$ cat src/cesc_map.vh
// Contract
// each channel's switching cycle starts, with its switch drive asserted, on the rising edge of that channel's clock.
// the switching cycle ends, with the switch drive released, once sensed current plus slope ramp exceeds the compensator voltage.
// while the enable pin is low the block stays in shutdown with regulators off and all configuration registers at reset values.
// there is one software enable bit per channel, and a channel runs only while the enable pin is high and its bit is 1.
// a channel stays off unless its dimming signal, from pin or internal source, is high and its reference code exceeds eight.
// when the sync-enable bit is 1 the main clock follows the external square wave on the sync input, supplied at the wanted rate.
// each channel clock is the main clock divided by the programmed division factor.
// spread spectrum drives the oscillator reference from an 8-bit counter whose rate and depth are software fields.
// the modulation frequency equals the main clock divided by the programmed modulation divisor.
// every write to the modulation configuration register resets the modulation counter to its nominal start value.
// the modulation counter ramps up then down between start and a depth limit, one triangle per modulation period.
`ifndef CESC_MAP_VH
`define CESC_MAP_VH
`define CESC_ADDR_EN      12'h000
`define CESC_ADDR_CLK     12'h004
`define CESC_ADDR_DIV     12'h008
`define CESC_ADDR_FM      12'h00c
`define CESC_ADDR_REF1    12'h010
`define CESC_ADDR_REF2    12'h014
`define CESC_ADDR_STAT    12'h018
`define CESC_EN_CH1_BIT   0
`define CESC_EN_CH2_BIT   1
`define CESC_EN_SWDIM1    2
`define CESC_EN_SWDIM2    3
`define CESC_CLK_SYNC_BIT 0
`define CESC_CLK_SS_BIT   1
`define CESC_CLK_OSCDIV_RST 16'h0019
`define CESC_DIV_RST      8'h04
`define CESC_FM_RATE_LSB  0
`define CESC_FM_RATE_MSB  15
`define CESC_FM_DEPTH_LSB 16
`define CESC_FM_DEPTH_MSB 23
`define CESC_FM_RST       32'h0010_0040
`define CESC_REF_RST      8'h00
`define CESC_REF_MIN_OFF  8'h08
`define CESC_MOD_START    8'h80
`endif

$ cat src/cesc_chan.v
`timescale 1ns/1ps
`include "cesc_map.vh"
// one channel: clock divider and switching-cycle framing
module cesc_chan #(
    parameter DIVW = 8
) (
    input  wire            pclk,
    input  wire            presetn,
    input  wire            clkm_tick,
    input  wire [DIVW-1:0] div_factor,
    input  wire            run_ok,
    input  wire            comp_trip,
    output reg             ch_clk_r,
    output reg             drive_r
);
    reg  [DIVW-1:0] cnt_r;
    wire            wrap = (cnt_r >= div_factor - 1'b1) || (div_factor == {DIVW{1'b0}});
    wire            rise = clkm_tick && wrap;

    // divide main-clock ticks by the factor; clock high for the first half
    // an undivided clock must still fall between ticks, else it never rises again
    always @(posedge pclk or negedge presetn) begin
        if (!presetn) begin
            cnt_r    <= {DIVW{1'b0}};
            ch_clk_r <= 1'b0;
        end else if (clkm_tick) begin
            cnt_r    <= wrap ? {DIVW{1'b0}} : cnt_r + 1'b1;
            ch_clk_r <= wrap || ((cnt_r + 1'b1) < (div_factor >> 1));
        end else if (div_factor <= {{(DIVW-1){1'b0}}, 1'b1}) begin
            ch_clk_r <= 1'b0;
        end
    end

    // trip ends the cycle; a new clock edge restarts it even when tripping now
    always @(posedge pclk or negedge presetn) begin
        if (!presetn) begin
            drive_r <= 1'b0;
        end else if (!run_ok) begin
            drive_r <= 1'b0;
        end else if (rise) begin
            drive_r <= 1'b1;
        end else if (comp_trip) begin
            drive_r <= 1'b0;
        end
    end
endmodule

$ cat src/cesc_top.v
`timescale 1ns/1ps
`include "cesc_map.vh"
// enable gating, main-clock source, spread spectrum and two channels
module cesc_top #(
    parameter DIVW = 8
) (
    input  wire        pclk,
    input  wire        presetn,
    input  wire        psel,
    input  wire        penable,
    input  wire        pwrite,
    input  wire [11:0] paddr,
    input  wire [31:0] pwdata,
    output reg  [31:0] prdata,
    output reg         pready,
    output reg         pslverr,
    input  wire        en_pin,
    input  wire        sync_in,
    input  wire        dim_pin1,
    input  wire        dim_pin2,
    input  wire        trip1,
    input  wire        trip2,
    output reg         reg_on_r,
    output reg  [7:0]  osc_ref_r,
    output reg         clkm_r,
    output reg         ch_clk1_r,
    output reg         ch_clk2_r,
    output reg         drive1_r,
    output reg         drive2_r
);
    reg  [3:0]      en_r;
    reg  [1:0]      clkcfg_r;
    reg  [15:0]     oscdiv_r;
    reg  [DIVW-1:0] div_r;
    reg  [31:0]     fm_r;
    reg  [7:0]      ref1_r;
    reg  [7:0]      ref2_r;
    reg             fm_wr_r;
    reg  [15:0]     osc_cnt_r;
    reg             sync_d_r;
    reg  [15:0]     fm_cnt_r;
    reg  [7:0]      mod_r;
    reg             mod_up_r;
    wire            ch1_clk;
    wire            ch2_clk;
    wire            ch1_drv;
    wire            ch2_drv;

    // a reference code at or below the off level holds the channel off
    function ref_ok;
        input [7:0] code;
        begin
            ref_ok = code > `CESC_REF_MIN_OFF;
        end
    endfunction

    wire acc   = psel && penable && pready;
    wire wr    = acc && pwrite;
    wire known = (paddr == `CESC_ADDR_EN) || (paddr == `CESC_ADDR_CLK) ||
                 (paddr == `CESC_ADDR_DIV) || (paddr == `CESC_ADDR_FM) ||
                 (paddr == `CESC_ADDR_REF1) || (paddr == `CESC_ADDR_REF2) ||
                 (paddr == `CESC_ADDR_STAT);

    // apb handshake: one wait state, ready in the second access cycle
    always @(posedge pclk or negedge presetn) begin
        if (!presetn) begin
            pready  <= 1'b0;
            pslverr <= 1'b0;
        end else begin
            pready  <= psel && penable && !pready;
            pslverr <= psel && penable && !pready && !known;
        end
    end

    // config registers; shutdown pin clears them all like a reset
    always @(posedge pclk or negedge presetn) begin
        if (!presetn) begin
            en_r     <= 4'h0;
            clkcfg_r <= 2'h0;
            oscdiv_r <= `CESC_CLK_OSCDIV_RST;
            div_r    <= `CESC_DIV_RST;
            fm_r     <= `CESC_FM_RST;
            ref1_r   <= `CESC_REF_RST;
            ref2_r   <= `CESC_REF_RST;
            fm_wr_r  <= 1'b0;
        end else if (!en_pin) begin
            en_r     <= 4'h0;
            clkcfg_r <= 2'h0;
            oscdiv_r <= `CESC_CLK_OSCDIV_RST;
            div_r    <= `CESC_DIV_RST;
            fm_r     <= `CESC_FM_RST;
            ref1_r   <= `CESC_REF_RST;
            ref2_r   <= `CESC_REF_RST;
            fm_wr_r  <= 1'b0;
        end else begin
            fm_wr_r <= 1'b0;
            if (wr) begin
                if (paddr == `CESC_ADDR_EN) begin
                    en_r <= pwdata[3:0];
                end else if (paddr == `CESC_ADDR_CLK) begin
                    clkcfg_r <= pwdata[1:0];
                    oscdiv_r <= pwdata[31:16];
                end else if (paddr == `CESC_ADDR_DIV) begin
                    div_r <= pwdata[DIVW-1:0];
                end else if (paddr == `CESC_ADDR_FM) begin
                    fm_r    <= pwdata & 32'h00ff_ffff;
                    fm_wr_r <= 1'b1;
                end else if (paddr == `CESC_ADDR_REF1) begin
                    ref1_r <= pwdata[7:0];
                end else if (paddr == `CESC_ADDR_REF2) begin
                    ref2_r <= pwdata[7:0];
                end
            end
        end
    end

    // read mux; registered so prdata comes from a flip-flop
    always @(posedge pclk or negedge presetn) begin
        if (!presetn) begin
            prdata <= 32'h0000_0000;
        end else if (psel && penable && !pready && !pwrite) begin
            if (paddr == `CESC_ADDR_EN) begin
                prdata <= {28'h0000000, en_r};
            end else if (paddr == `CESC_ADDR_CLK) begin
                prdata <= {oscdiv_r, 14'h0000, clkcfg_r};
            end else if (paddr == `CESC_ADDR_DIV) begin
                prdata <= {{(32-DIVW){1'b0}}, div_r};
            end else if (paddr == `CESC_ADDR_FM) begin
                prdata <= fm_r;
            end else if (paddr == `CESC_ADDR_REF1) begin
                prdata <= {24'h000000, ref1_r};
            end else if (paddr == `CESC_ADDR_REF2) begin
                prdata <= {24'h000000, ref2_r};
            end else if (paddr == `CESC_ADDR_STAT) begin
                prdata <= {16'h0000, mod_r, 2'h0, ch2_drv, ch1_drv,
                           ch2_clk, ch1_clk, en_pin, reg_on_r};
            end else begin
                prdata <= 32'h0000_0000;
            end
        end
    end

    // sync input edge, taken as synchronous
    always @(posedge pclk or negedge presetn) begin
        if (!presetn) begin
            sync_d_r <= 1'b0;
        end else begin
            sync_d_r <= sync_in;
        end
    end
    wire sync_rise = sync_in && !sync_d_r;

    // internal oscillator: period = base divide plus spread offset from the reference
    wire [15:0] osc_period = oscdiv_r + (clkcfg_r[`CESC_CLK_SS_BIT] ?
                             {8'h00, mod_r} - {8'h00, `CESC_MOD_START} : 16'h0000);
    wire        osc_wrap   = (osc_cnt_r >= osc_period);
    wire        clkm_tick  = clkcfg_r[`CESC_CLK_SYNC_BIT] ? sync_rise : osc_wrap;

    always @(posedge pclk or negedge presetn) begin
        if (!presetn) begin
            osc_cnt_r <= 16'h0000;
            clkm_r    <= 1'b0;
        end else begin
            osc_cnt_r <= osc_wrap ? 16'h0000 : osc_cnt_r + 1'b1;
            clkm_r    <= clkm_tick;
        end
    end

    // triangle modulation: one step per divisor/(2*depth) main ticks, counted by
    // fm_cnt_r, turning at the limit; divisor sets period
    wire [15:0] rate  = fm_r[`CESC_FM_RATE_MSB:`CESC_FM_RATE_LSB];
    wire [7:0]  depth = fm_r[`CESC_FM_DEPTH_MSB:`CESC_FM_DEPTH_LSB];
    wire [15:0] step_div = (depth == 8'h00) ? rate : rate / {7'h00, depth, 1'b0};
    wire        step  = clkm_tick && (fm_cnt_r + 1'b1 >= step_div);
    wire [7:0]  top   = `CESC_MOD_START + depth;

    always @(posedge pclk or negedge presetn) begin
        if (!presetn) begin
            fm_cnt_r <= 16'h0000;
            mod_r    <= `CESC_MOD_START;
            mod_up_r <= 1'b1;
        end else if (fm_wr_r || !en_pin) begin
            fm_cnt_r <= 16'h0000;
            mod_r    <= `CESC_MOD_START;
            mod_up_r <= 1'b1;
        end else if (clkm_tick) begin
            fm_cnt_r <= step ? 16'h0000 : fm_cnt_r + 1'b1;
            if (step && depth != 8'h00) begin
                if (mod_up_r) begin
                    mod_r    <= mod_r + 1'b1;
                    mod_up_r <= (mod_r + 1'b1) < top;
                end else begin
                    mod_r    <= mod_r - 1'b1;
                    mod_up_r <= (mod_r - 1'b1) <= `CESC_MOD_START;
                end
            end
        end
    end

    // channel gating: pin, bit, dimming and reference code all required
    wire dim1 = dim_pin1 || en_r[`CESC_EN_SWDIM1];
    wire dim2 = dim_pin2 || en_r[`CESC_EN_SWDIM2];
    wire run1 = en_pin && en_r[`CESC_EN_CH1_BIT] && dim1 && ref_ok(ref1_r);
    wire run2 = en_pin && en_r[`CESC_EN_CH2_BIT] && dim2 && ref_ok(ref2_r);

    cesc_chan #(.DIVW(DIVW)) u_ch1 (
        .pclk       (pclk),
        .presetn    (presetn),
        .clkm_tick  (clkm_tick),
        .div_factor (div_r),
        .run_ok     (run1),
        .comp_trip  (trip1),
        .ch_clk_r   (ch1_clk),
        .drive_r    (ch1_drv)
    );

    cesc_chan #(.DIVW(DIVW)) u_ch2 (
        .pclk       (pclk),
        .presetn    (presetn),
        .clkm_tick  (clkm_tick),
        .div_factor (div_r),
        .run_ok     (run2),
        .comp_trip  (trip2),
        .ch_clk_r   (ch2_clk),
        .drive_r    (ch2_drv)
    );

    // output flops; regulators follow the enable pin
    always @(posedge pclk or negedge presetn) begin
        if (!presetn) begin
            reg_on_r  <= 1'b0;
            osc_ref_r <= `CESC_MOD_START;
            ch_clk1_r <= 1'b0;
            ch_clk2_r <= 1'b0;
            drive1_r  <= 1'b0;
            drive2_r  <= 1'b0;
        end else begin
            reg_on_r  <= en_pin;
            osc_ref_r <= mod_r;
            ch_clk1_r <= ch1_clk;
            ch_clk2_r <= ch2_clk;
            drive1_r  <= ch1_drv;
            drive2_r  <= ch2_drv;
        end
    end
endmodule

$ cat config.mk
export PLATFORM = sky130hd
export DESIGN_NAME = cesc_top
export DESIGN_NICKNAME = d
export VERILOG_FILES = /design/src/cesc_chan.v /design/src/cesc_top.v
export VERILOG_INCLUDE_DIRS = /design/src
export SDC_FILE = /design/constraint.sdc
export NUM_CORES = 1
export LEC_CHECK = 0
export ABC_AREA = 1
export ABC_CLOCK_PERIOD_IN_PS = 35100
export BUFFER_PORTS_ARGS = -buffer_cell sky130_fd_sc_hd__buf_2
export CAP_MARGIN = 20
export CORE_ASPECT_RATIO = 0.7
export CORE_MARGIN = 2
export CORE_UTILIZATION = 50
export CTS_CLUSTER_SIZE = 24
export DETAILED_ROUTE_END_ITERATION = 6
export GPL_TIMING_DRIVEN = 0
export PLACE_DENSITY_LB_ADDON = 0.25
export REMOVE_ABC_BUFFERS = 1
export SLEW_MARGIN = 40
export SYNTH_ARGS = -nofsm -noshare
export SYNTH_HDL_FRONTEND = slang
export SYNTH_SLANG_ARGS = --single-unit
export TNS_END_PERCENT = 5
$ cat constraint.sdc
create_clock -name pclk -period 35.1 [get_ports pclk]
set_input_delay 1.755 -clock pclk [delete_from_list [all_inputs] [get_ports pclk]]
set_output_delay 1.755 -clock pclk [all_outputs]
set_load 0.05 [all_outputs]
# ---- Word level (Yosys, flattened, before mapping)
# Cells that the tools add are included.
dict set report word_totals {
  mem_count 0
  latch_bits 0
  ramBits 0
  mem_bits_ro 0
  in_bits 55
  word_cells 196
  reg_bits 189
}
dict set report op_classes {
  order_cmp 11
  add_sub_neg 10
  bitwise 0
  shifts 0
  mul 0
  eq_ne 20
  n_reduce_logical 49
  div_mod_pow 1
  n_mux 76
}
# cell n
set op_table {}
lappend op_table {{32-bit two-way mux} 10}
lappend op_table {{16-bit two-way mux} 13}
lappend op_table {{8-bit two-way mux} 26}
lappend op_table {{12-bit by 5-bit == test with 1-bit output, second input constant} 3}
lappend op_table {{16-bit by 1-bit adder with 16-bit output, second input constant} 2}
lappend op_table {{16-bit greater-or-equal comparator} 2}
lappend op_table {{8-bit by 1-bit adder with 8-bit output, second input constant} 3}
lappend op_table {{12-bit by 4-bit == test with 1-bit output, second input constant} 2}
lappend op_table {{1-bit two-way mux} 20}
lappend op_table {{1-bit logical AND} 17}
lappend op_table {{16-bit adder} 1}
lappend op_table {{16-bit by 9-bit divider with 16-bit output} 1}
lappend op_table {{8-bit greater-or-equal comparator} 2}
lappend op_table {{8-bit by 4-bit greater-than comparator with 1-bit output, second input constant} 2}
lappend op_table {{8-bit zero test} 2}
lappend op_table {{8-bit by 7-bit < comparator with 1-bit output} 2}
lappend op_table {{8-bit by 1-bit subtractor with 8-bit output, second input constant} 2}
lappend op_table {{2-bit by 1-bit inequality test with 1-bit output, second input constant} 7}
lappend op_table {{1-bit logical OR} 13}
lappend op_table {{12-bit by 3-bit == test with 1-bit output, second input constant} 1}
lappend op_table {{12-bit zero test} 1}
lappend op_table {{4-bit two-way mux} 3}
lappend op_table {{2-bit inequality test, second input constant} 5}
lappend op_table {{8-bit by 8-bit subtractor with 9-bit output, second input constant} 1}
lappend op_table {{other kinds (15)} 26}

# ---- Logic depth before layout (Yosys ltp)
dict set report depth {
  word_depth 10
  ltp_mapped 207
  depth_no_buf 199
}

# ---- Hierarchy
# From an unflattened synthesis, not the netlist that was laid out.
dict set report unflattened {
  hier_cells 2189
  hier_area_um2 16130.5
}
# module area_each_um2 cells_per_inst seq_area_each_um2 n_inst
set by_module_without_submodules {}
lappend by_module_without_submodules {cesc_top 13985.9 1897 4040.1 1}
lappend by_module_without_submodules {cesc_chan 1072.3 146 250.2 2}

# ---- Worst setup path after synthesis
# No wires, ideal clock.
dict set report synth_timing {
  kind {flip-flop to flip-flop}
  from {register fm_r[16]}
  to {register mod_r[4]}
  required_time_ps 34968
  path_slack_ps 10125
  n_path_buf 11
  setup_time_ps 132
  synth_period_minus_slack_ps 24975
  stages_incl_launch_ff 198
  t_arrival_ps 24843
  cell_sequence {dfrtp_1 > inv_1 > ha_1 > o21ai_1 > nor2_1 > nand2_1 > nand2_1 > ha_1 > o21ai_1 > nand2_1 > nand3b_1 > nand2_2 > ha_1 > o21ai_1 > nand2_1 > nand2_1 > nand2_1 > nand3_1 > [162 not listed] > ha_1 > inv_1 > nand2_1 > a21oi_1 > o21ai_0 > nand3_1 > a21boi_0 > o21ai_0 > nand2_1 > a21oi_1 > nor2_1 > a211oi_1 > o221ai_1 > nand3_1 > nand2_1 > clkbuf_1 > o2111ai_1 > o21ai_0}
}
dict set report synth_via {
  elab_chain_len 7
}
# element line_no
set synth_lines {}
lappend synth_lines {{start: declaration} cesc_top.v:35} ;# reg [31:0] fm_r;
lappend synth_lines {{start signal: assignment} cesc_top.v:82} ;# fm_r <= `CESC_FM_RST;
lappend synth_lines {{start signal: assignment} cesc_top.v:91} ;# fm_r <= `CESC_FM_RST;
lappend synth_lines {{start signal: assignment} cesc_top.v:106} ;# fm_r <= pwdata & 32'h00ff_ffff;
lappend synth_lines {{16-bit by 9-bit divider with 16-bit output / 8-bit zero test (equally long branches)} cesc_top.v:173} ;# wire [15:0] step_div = (depth == 8'h00) ? rate : rate / {7'h00, depth, 1'b0};
lappend synth_lines {{16-bit two-way mux} cesc_top.v:173}
lappend synth_lines {{16-bit greater-or-equal comparator} cesc_top.v:174} ;# wire step = clkm_tick && (fm_cnt_r + 1'b1 >= step_div);
lappend synth_lines {{1-bit logical AND} cesc_top.v:174}
lappend synth_lines {{1-bit logical AND (*)} cesc_top.v:188} ;# if (step && depth != 8'h00) begin
lappend synth_lines {{2-bit nonzero test (no source line) (*)} -}
lappend synth_lines {{2-bit AND reduction (no source line) (*)} -}
lappend synth_lines {{end signal: assignment} cesc_top.v:180} ;# mod_r <= `CESC_MOD_START;
lappend synth_lines {{end signal: assignment} cesc_top.v:190} ;# mod_r <= mod_r + 1'b1;
lappend synth_lines {{end signal: assignment} cesc_top.v:193} ;# mod_r <= mod_r - 1'b1;
lappend synth_lines {{end: declaration} cesc_top.v:42} ;# reg [7:0] mod_r;
# Mark *: on every way between the ends. The rest lies on a longest branch, timed or not.
# A chain may end at the register's enable or synchronous reset.

# ---- Final worst setup path
dict set report layout_timing {
  from {register fm_r[16]}
  to {register fm_cnt_r[9]}
}
dict set report layout_via {
  elab_chain_len 7
}
# element line_no
set layout_lines {}
lappend layout_lines {{16-bit by 9-bit divider with 16-bit output / 8-bit zero test (equally long branches)} cesc_top.v:173}
lappend layout_lines {{16-bit two-way mux (*)} cesc_top.v:173}
lappend layout_lines {{16-bit greater-or-equal comparator (*)} cesc_top.v:174}
lappend layout_lines {{1-bit logical AND (*)} cesc_top.v:174}
lappend layout_lines {{16-bit two-way mux (*)} cesc_top.v:187} ;# fm_cnt_r <= step ? 16'h0000 : fm_cnt_r + 1'b1;
lappend layout_lines {{16-bit two-way mux (*)} cesc_top.v:186} ;# end else if (clkm_tick) begin
lappend layout_lines {{16-bit two-way mux (*)} cesc_top.v:182} ;# end else if (fm_wr_r || !en_pin) begin
lappend layout_lines {{end signal: assignment} cesc_top.v:187}
lappend layout_lines {{end: declaration} cesc_top.v:41} ;# reg [15:0] fm_cnt_r;
# Mark *: on every way between the ends. The rest lies on a longest branch, timed or not. The select of a mux whose other input is x is not followed.

==> report_table.html <==
<table>
<tr><th>Metric</th><th>Value</th></tr>
<tr><th colspan="2">Drt</th></tr>
<tr><td>Total routed wirelength</td><td>42600 µm</td></tr>
<tr><td>Via Count</td><td>14599</td></tr>
<tr><td>Number of iterations in the first detailed-routing pass</td><td>5</td></tr>
<tr><td>Remaining design rule violation count</td><td>0</td></tr>
<tr><td>Vias per inst</td><td>5.51</td></tr>
<tr><td>Average routed wire per standard cell</td><td>16.1 µm</td></tr>
<tr><td>Number of violations reported at the end of detailed-routing iteration 0</td><td>1199</td></tr>
<tr><td>Number of nets with antenna violations after detailed routing</td><td>0</td></tr>
<tr><th colspan="2">Clock tree</th></tr>
<tr><td>Number of gates given a new drive strength after cts</td><td>0</td></tr>
<tr><td>CTS tree</td><td>built</td></tr>
<tr><td>Number of clock sinks</td><td>181</td></tr>
<tr><td>Clock latency at the later pin of the worst-skew pair</td><td>0.46 ns</td></tr>
<tr><td>Clock buffer count from CTS</td><td>17</td></tr>
<tr><td>Cell at the root of the clock tree</td><td>clkbuf_16</td></tr>
<tr><td>Clock-pin slew reported for the worst setup and hold paths after clock tree synthesis</td><td>0.07 ns</td></tr>
<tr><td>CTS hold repair buffers</td><td>0</td></tr>
<tr><td>Number of H-tree levels</td><td>4</td></tr>
<tr><td>Max Buffers Root-to-Sink</td><td>2</td></tr>
<tr><td>Number of buffers inserted to repair setup after CTS</td><td>0</td></tr>
<tr><th colspan="2">Timing</th></tr>
<tr><td>Setup TNS</td><td>0 ns</td></tr>
<tr><td>Max-Slew Margin vs Limit</td><td>43.2%</td></tr>
<tr><td>Timing-limited maximum frequency</td><td>32.2 MHz</td></tr>
<tr><td>Smallest hold slack</td><td>0.404 ns</td></tr>
<tr><td>RSZ-0062 raised after global routing</td><td>no</td></tr>
<tr><td>Actual slew at the worst max-slew pin</td><td>0.849 ns</td></tr>
<tr><td>Final count of hold timing violations</td><td>0</td></tr>
<tr><td>Final period util</td><td>88.5%</td></tr>
<tr><td>Skew final</td><td>0.0110 ns</td></tr>
<tr><td>Total setup violations reported at the end of the flow</td><td>0</td></tr>
<tr><td>Final max-slew violation count</td><td>0</td></tr>
<tr><td>Post-route minimum period</td><td>31.05 ns</td></tr>
<tr><th colspan="2">Worst setup path</th></tr>
<tr><td>Kind of end point of the critical path</td><td>register</td></tr>
<tr><td>Highest-delay cell along the critical path</td><td>inv_1</td></tr>
<tr><td>Category of the critical setup timing path</td><td>reg2reg</td></tr>
<tr><td>Crit path arrival time</td><td>31.39 ns</td></tr>
<tr><td>Data required time of the critical path</td><td>35.44 ns</td></tr>
<tr><td>Longest individual stage delay on the worst path</td><td>0.63 ns</td></tr>
<tr><td>Nature of the critical path startpoint</td><td>register</td></tr>
<tr><td>CP max FO</td><td>21</td></tr>
<tr><td>Most numerous cell on the critical path</td><td>nand2_1</td></tr>
<tr><th colspan="2">Global routing</th></tr>
<tr><td>Antenna violations before repair</td><td>0</td></tr>
<tr><td>Vias in the first global route</td><td>13685</td></tr>
<tr><td>Maximum number of pins on one net before global-route repair</td><td>67</td></tr>
<tr><td>Total congestion overflow</td><td>0</td></tr>
<tr><td>Overall track demand over capacity in global routing</td><td>25.9%</td></tr>
<tr><td>Global-route wire length before repair</td><td>69300 µm</td></tr>
<tr><th colspan="2">Layout</th></tr>
<tr><td>Register Area</td><td>0.00454 mm²</td></tr>
<tr><td>Number of diodes</td><td>0</td></tr>
<tr><td>Fraction of the core area covered by cells at the end of the flow</td><td>55.6%</td></tr>
<tr><td>Area taken by multi-input logic gates</td><td>0.00974 mm²</td></tr>
<tr><td>Fraction of layout cells with a size suffix above 1</td><td>11.4%</td></tr>
<tr><td>Commonest non-fill, non-tap cell in the layout</td><td>nand2_1</td></tr>
<tr><td>Commonest cells after routing, fill and taps aside</td><td>454 x nand2_1, 308 x inv_1, 189 x o21ai_0, 184 x ha_1, 172 x dfrtp_1</td></tr>
<tr><td>Finished Cell Area</td><td>0.0172 mm²</td></tr>
<tr><td>Fill cell total of the finished layout</td><td>2983</td></tr>
<tr><td>Total number of nets in the final design</td><td>2458</td></tr>
<tr><td>Area growth, synth to finish</td><td>9.85%</td></tr>
<tr><th colspan="2">Floorplanning</th></tr>
<tr><td>Area inside the core boundary</td><td>0.0310 mm²</td></tr>
<tr><td>Width of the die</td><td>216 µm</td></tr>
<tr><td>DIE HEIGHT</td><td>152 µm</td></tr>
<tr><td>Effective utilization at floorplan</td><td>50.6%</td></tr>
<tr><td>Io pins</td><td>103</td></tr>
<tr><td>Die outline area</td><td>0.0329 mm²</td></tr>
<tr><td>Number of placement rows</td><td>54</td></tr>
<tr><th colspan="2">Place</th></tr>
<tr><td>Post-placement cell area</td><td>0.0166 mm²</td></tr>
<tr><td>Number of buffers inserted by port buffering</td><td>102</td></tr>
<tr><td>Estimated wirelength of the detail-placed design</td><td>32900 µm</td></tr>
<tr><td>GPL Wtd Cong</td><td>0.929</td></tr>
<tr><th colspan="2">Yosys</th></tr>
<tr><td>Primary flip-flop cell chosen by synthesis mapping</td><td>dfrtp_1</td></tr>
<tr><td>Post-synthesis sequential element count</td><td>181</td></tr>
<tr><td>Synthesized area divided by synthesized cell count</td><td>7.31 µm²</td></tr>
<tr><td>Largest cells by area after synthesis</td><td>dfrtp_1 27%, ha_1 15%, nand2_1 11%</td></tr>
<tr><td>Count of different cell masters after synthesis</td><td>60</td></tr>
<tr><td>Combined area of all synthesized cells</td><td>0.0157 mm²</td></tr>
<tr><td>Number of synthesis warnings</td><td>0</td></tr>
<tr><td>Number of flops mapped to enable cells by yosys</td><td>0</td></tr>
<tr><td>Biggest area consumer among synthesized cells</td><td>dfrtp_1</td></tr>
<tr><td>Cells after synthesis</td><td>2148</td></tr>
<tr><td>Fraction of synthesis flops using an asynchronous set or reset pin</td><td>100%</td></tr>
<tr><td>Fraction of synthesized cell area taken by the top area cell type</td><td>27.4%</td></tr>
<tr><td>Sequential-to-total area share from yosys stat</td><td>28.9%</td></tr>
<tr><th colspan="2">Worst hold path</th></tr>
<tr><td>Path category of the worst min-delay check</td><td>reg2reg</td></tr>
<tr><th colspan="2">Status</th></tr>
<tr><td>Run status</td><td>finished clean</td></tr>
<tr><th colspan="2">Job</th></tr>
<tr><td>Count of maximum capacitance violations</td><td>0</td></tr>
</table>
==> cell usage after synthesis (12+ instances only) <==
library cell	count
a21oi_1	86
a21o_1	17
or2_2	12
nor3_1	30
inv_2	14
o22ai_1	26
ha_1	184
nand3_2	19
dfrtp_1	172
nand4_1	25
o21bai_1	14
nand3_1	129
clkbuf_1	44
xor2_1	63
o2111ai_1	13
nand2_1	455
o21ai_1	19
inv_1	312
nand2_2	18
xnor2_1	33
o21a_1	12
o21ai_0	189
nor2_1	127
==> critical path: cells and delay by family, from the launching register on <==
family | cells | cell delay, ns
and+or+nand+nor | 75 | 9.15
adders and majority gates | 16 | 5.19
DFF | 1 | 0.51
AOI/OAI and AO/OA | 70 | 13.02
buffers and inverters | 23 | 2.98
==> through the flow <==
step	cells	worst slack (ns)
2_1_floorplan	2092	10.12
3_3_place_gp	2614	5.27
3_5_place_dp	2619	4.44
4_1_cts	2651	4.32
5_1_grt	2651	0.859
6_report	2651	4.05
==> metal layers <==
layer  wire length (µm)  up-vias  GRT usage, %
li1                   -     7283             -
met1              20800     6879          38.0
met5                  0        -             0
met2              18800      399          40.3
met4                521        0          6.11
met3               2490       38          4.01
==> cell type report <==
cell class                      instances  area share, %
Tap cell                              420           3.05
Inverter                              329           7.17
Clock inverter                          7          0.544
Multi-Input combinational cell       1582           56.5
Clock buffer                           25           2.87
Sequential cell                       181           26.3
Timing Repair Buffer                  107           3.55
==> cell families after synthesis <==
group                      count (synthesis)  synth area share, %
AOI/OAI and AO/OA                        437                 16.4
xor gates and xnor gates                  96                 5.36
adders and majority gates                185                 14.8
buffers and inverters                    385                 9.35
DFF                                      181                 28.9
and+or+nand+nor                          864                 25.2
==> flip-flops by register name, indices dropped and copies added, names as in the netlist, 16 cells and up <==
register / flops
fm_cnt_r: 16
prdata: 32
fm_r: 24
oscdiv_r: 16
osc_cnt_r: 16
==> path summary, 6_finish.rpt <==
path | cells past startpoint | end | slack [ns] | from
worst min-delay path | 0 | osc_ref_r[7]$_DFF_PN1_ | 0.40 | mod_r[7]$_DFFE_PN1P_
worst max register to register | 184 | fm_cnt_r[9]$_DFFE_PN0P_ | 4.05 | fm_r[16]$_DFFE_PN0P_
max in group asynchronous | 3 | div_r[2]$_DFFE_PN1P_ | 32.83 | presetn
worst max-delay path | 184 | fm_cnt_r[9]$_DFFE_PN0P_ | 4.05 | fm_r[16]$_DFFE_PN0P_
min in group asynchronous | 1 | prdata[24]$_DFFE_PN0P_ | 1.23 | presetn
worst min register to register | 0 | osc_ref_r[7]$_DFF_PN1_ | 0.40 | mod_r[7]$_DFFE_PN1P_
Power is left out: the tool's default activity adds up to more than one toggle a clock period on the data nets, which glitch-free logic cannot reach.
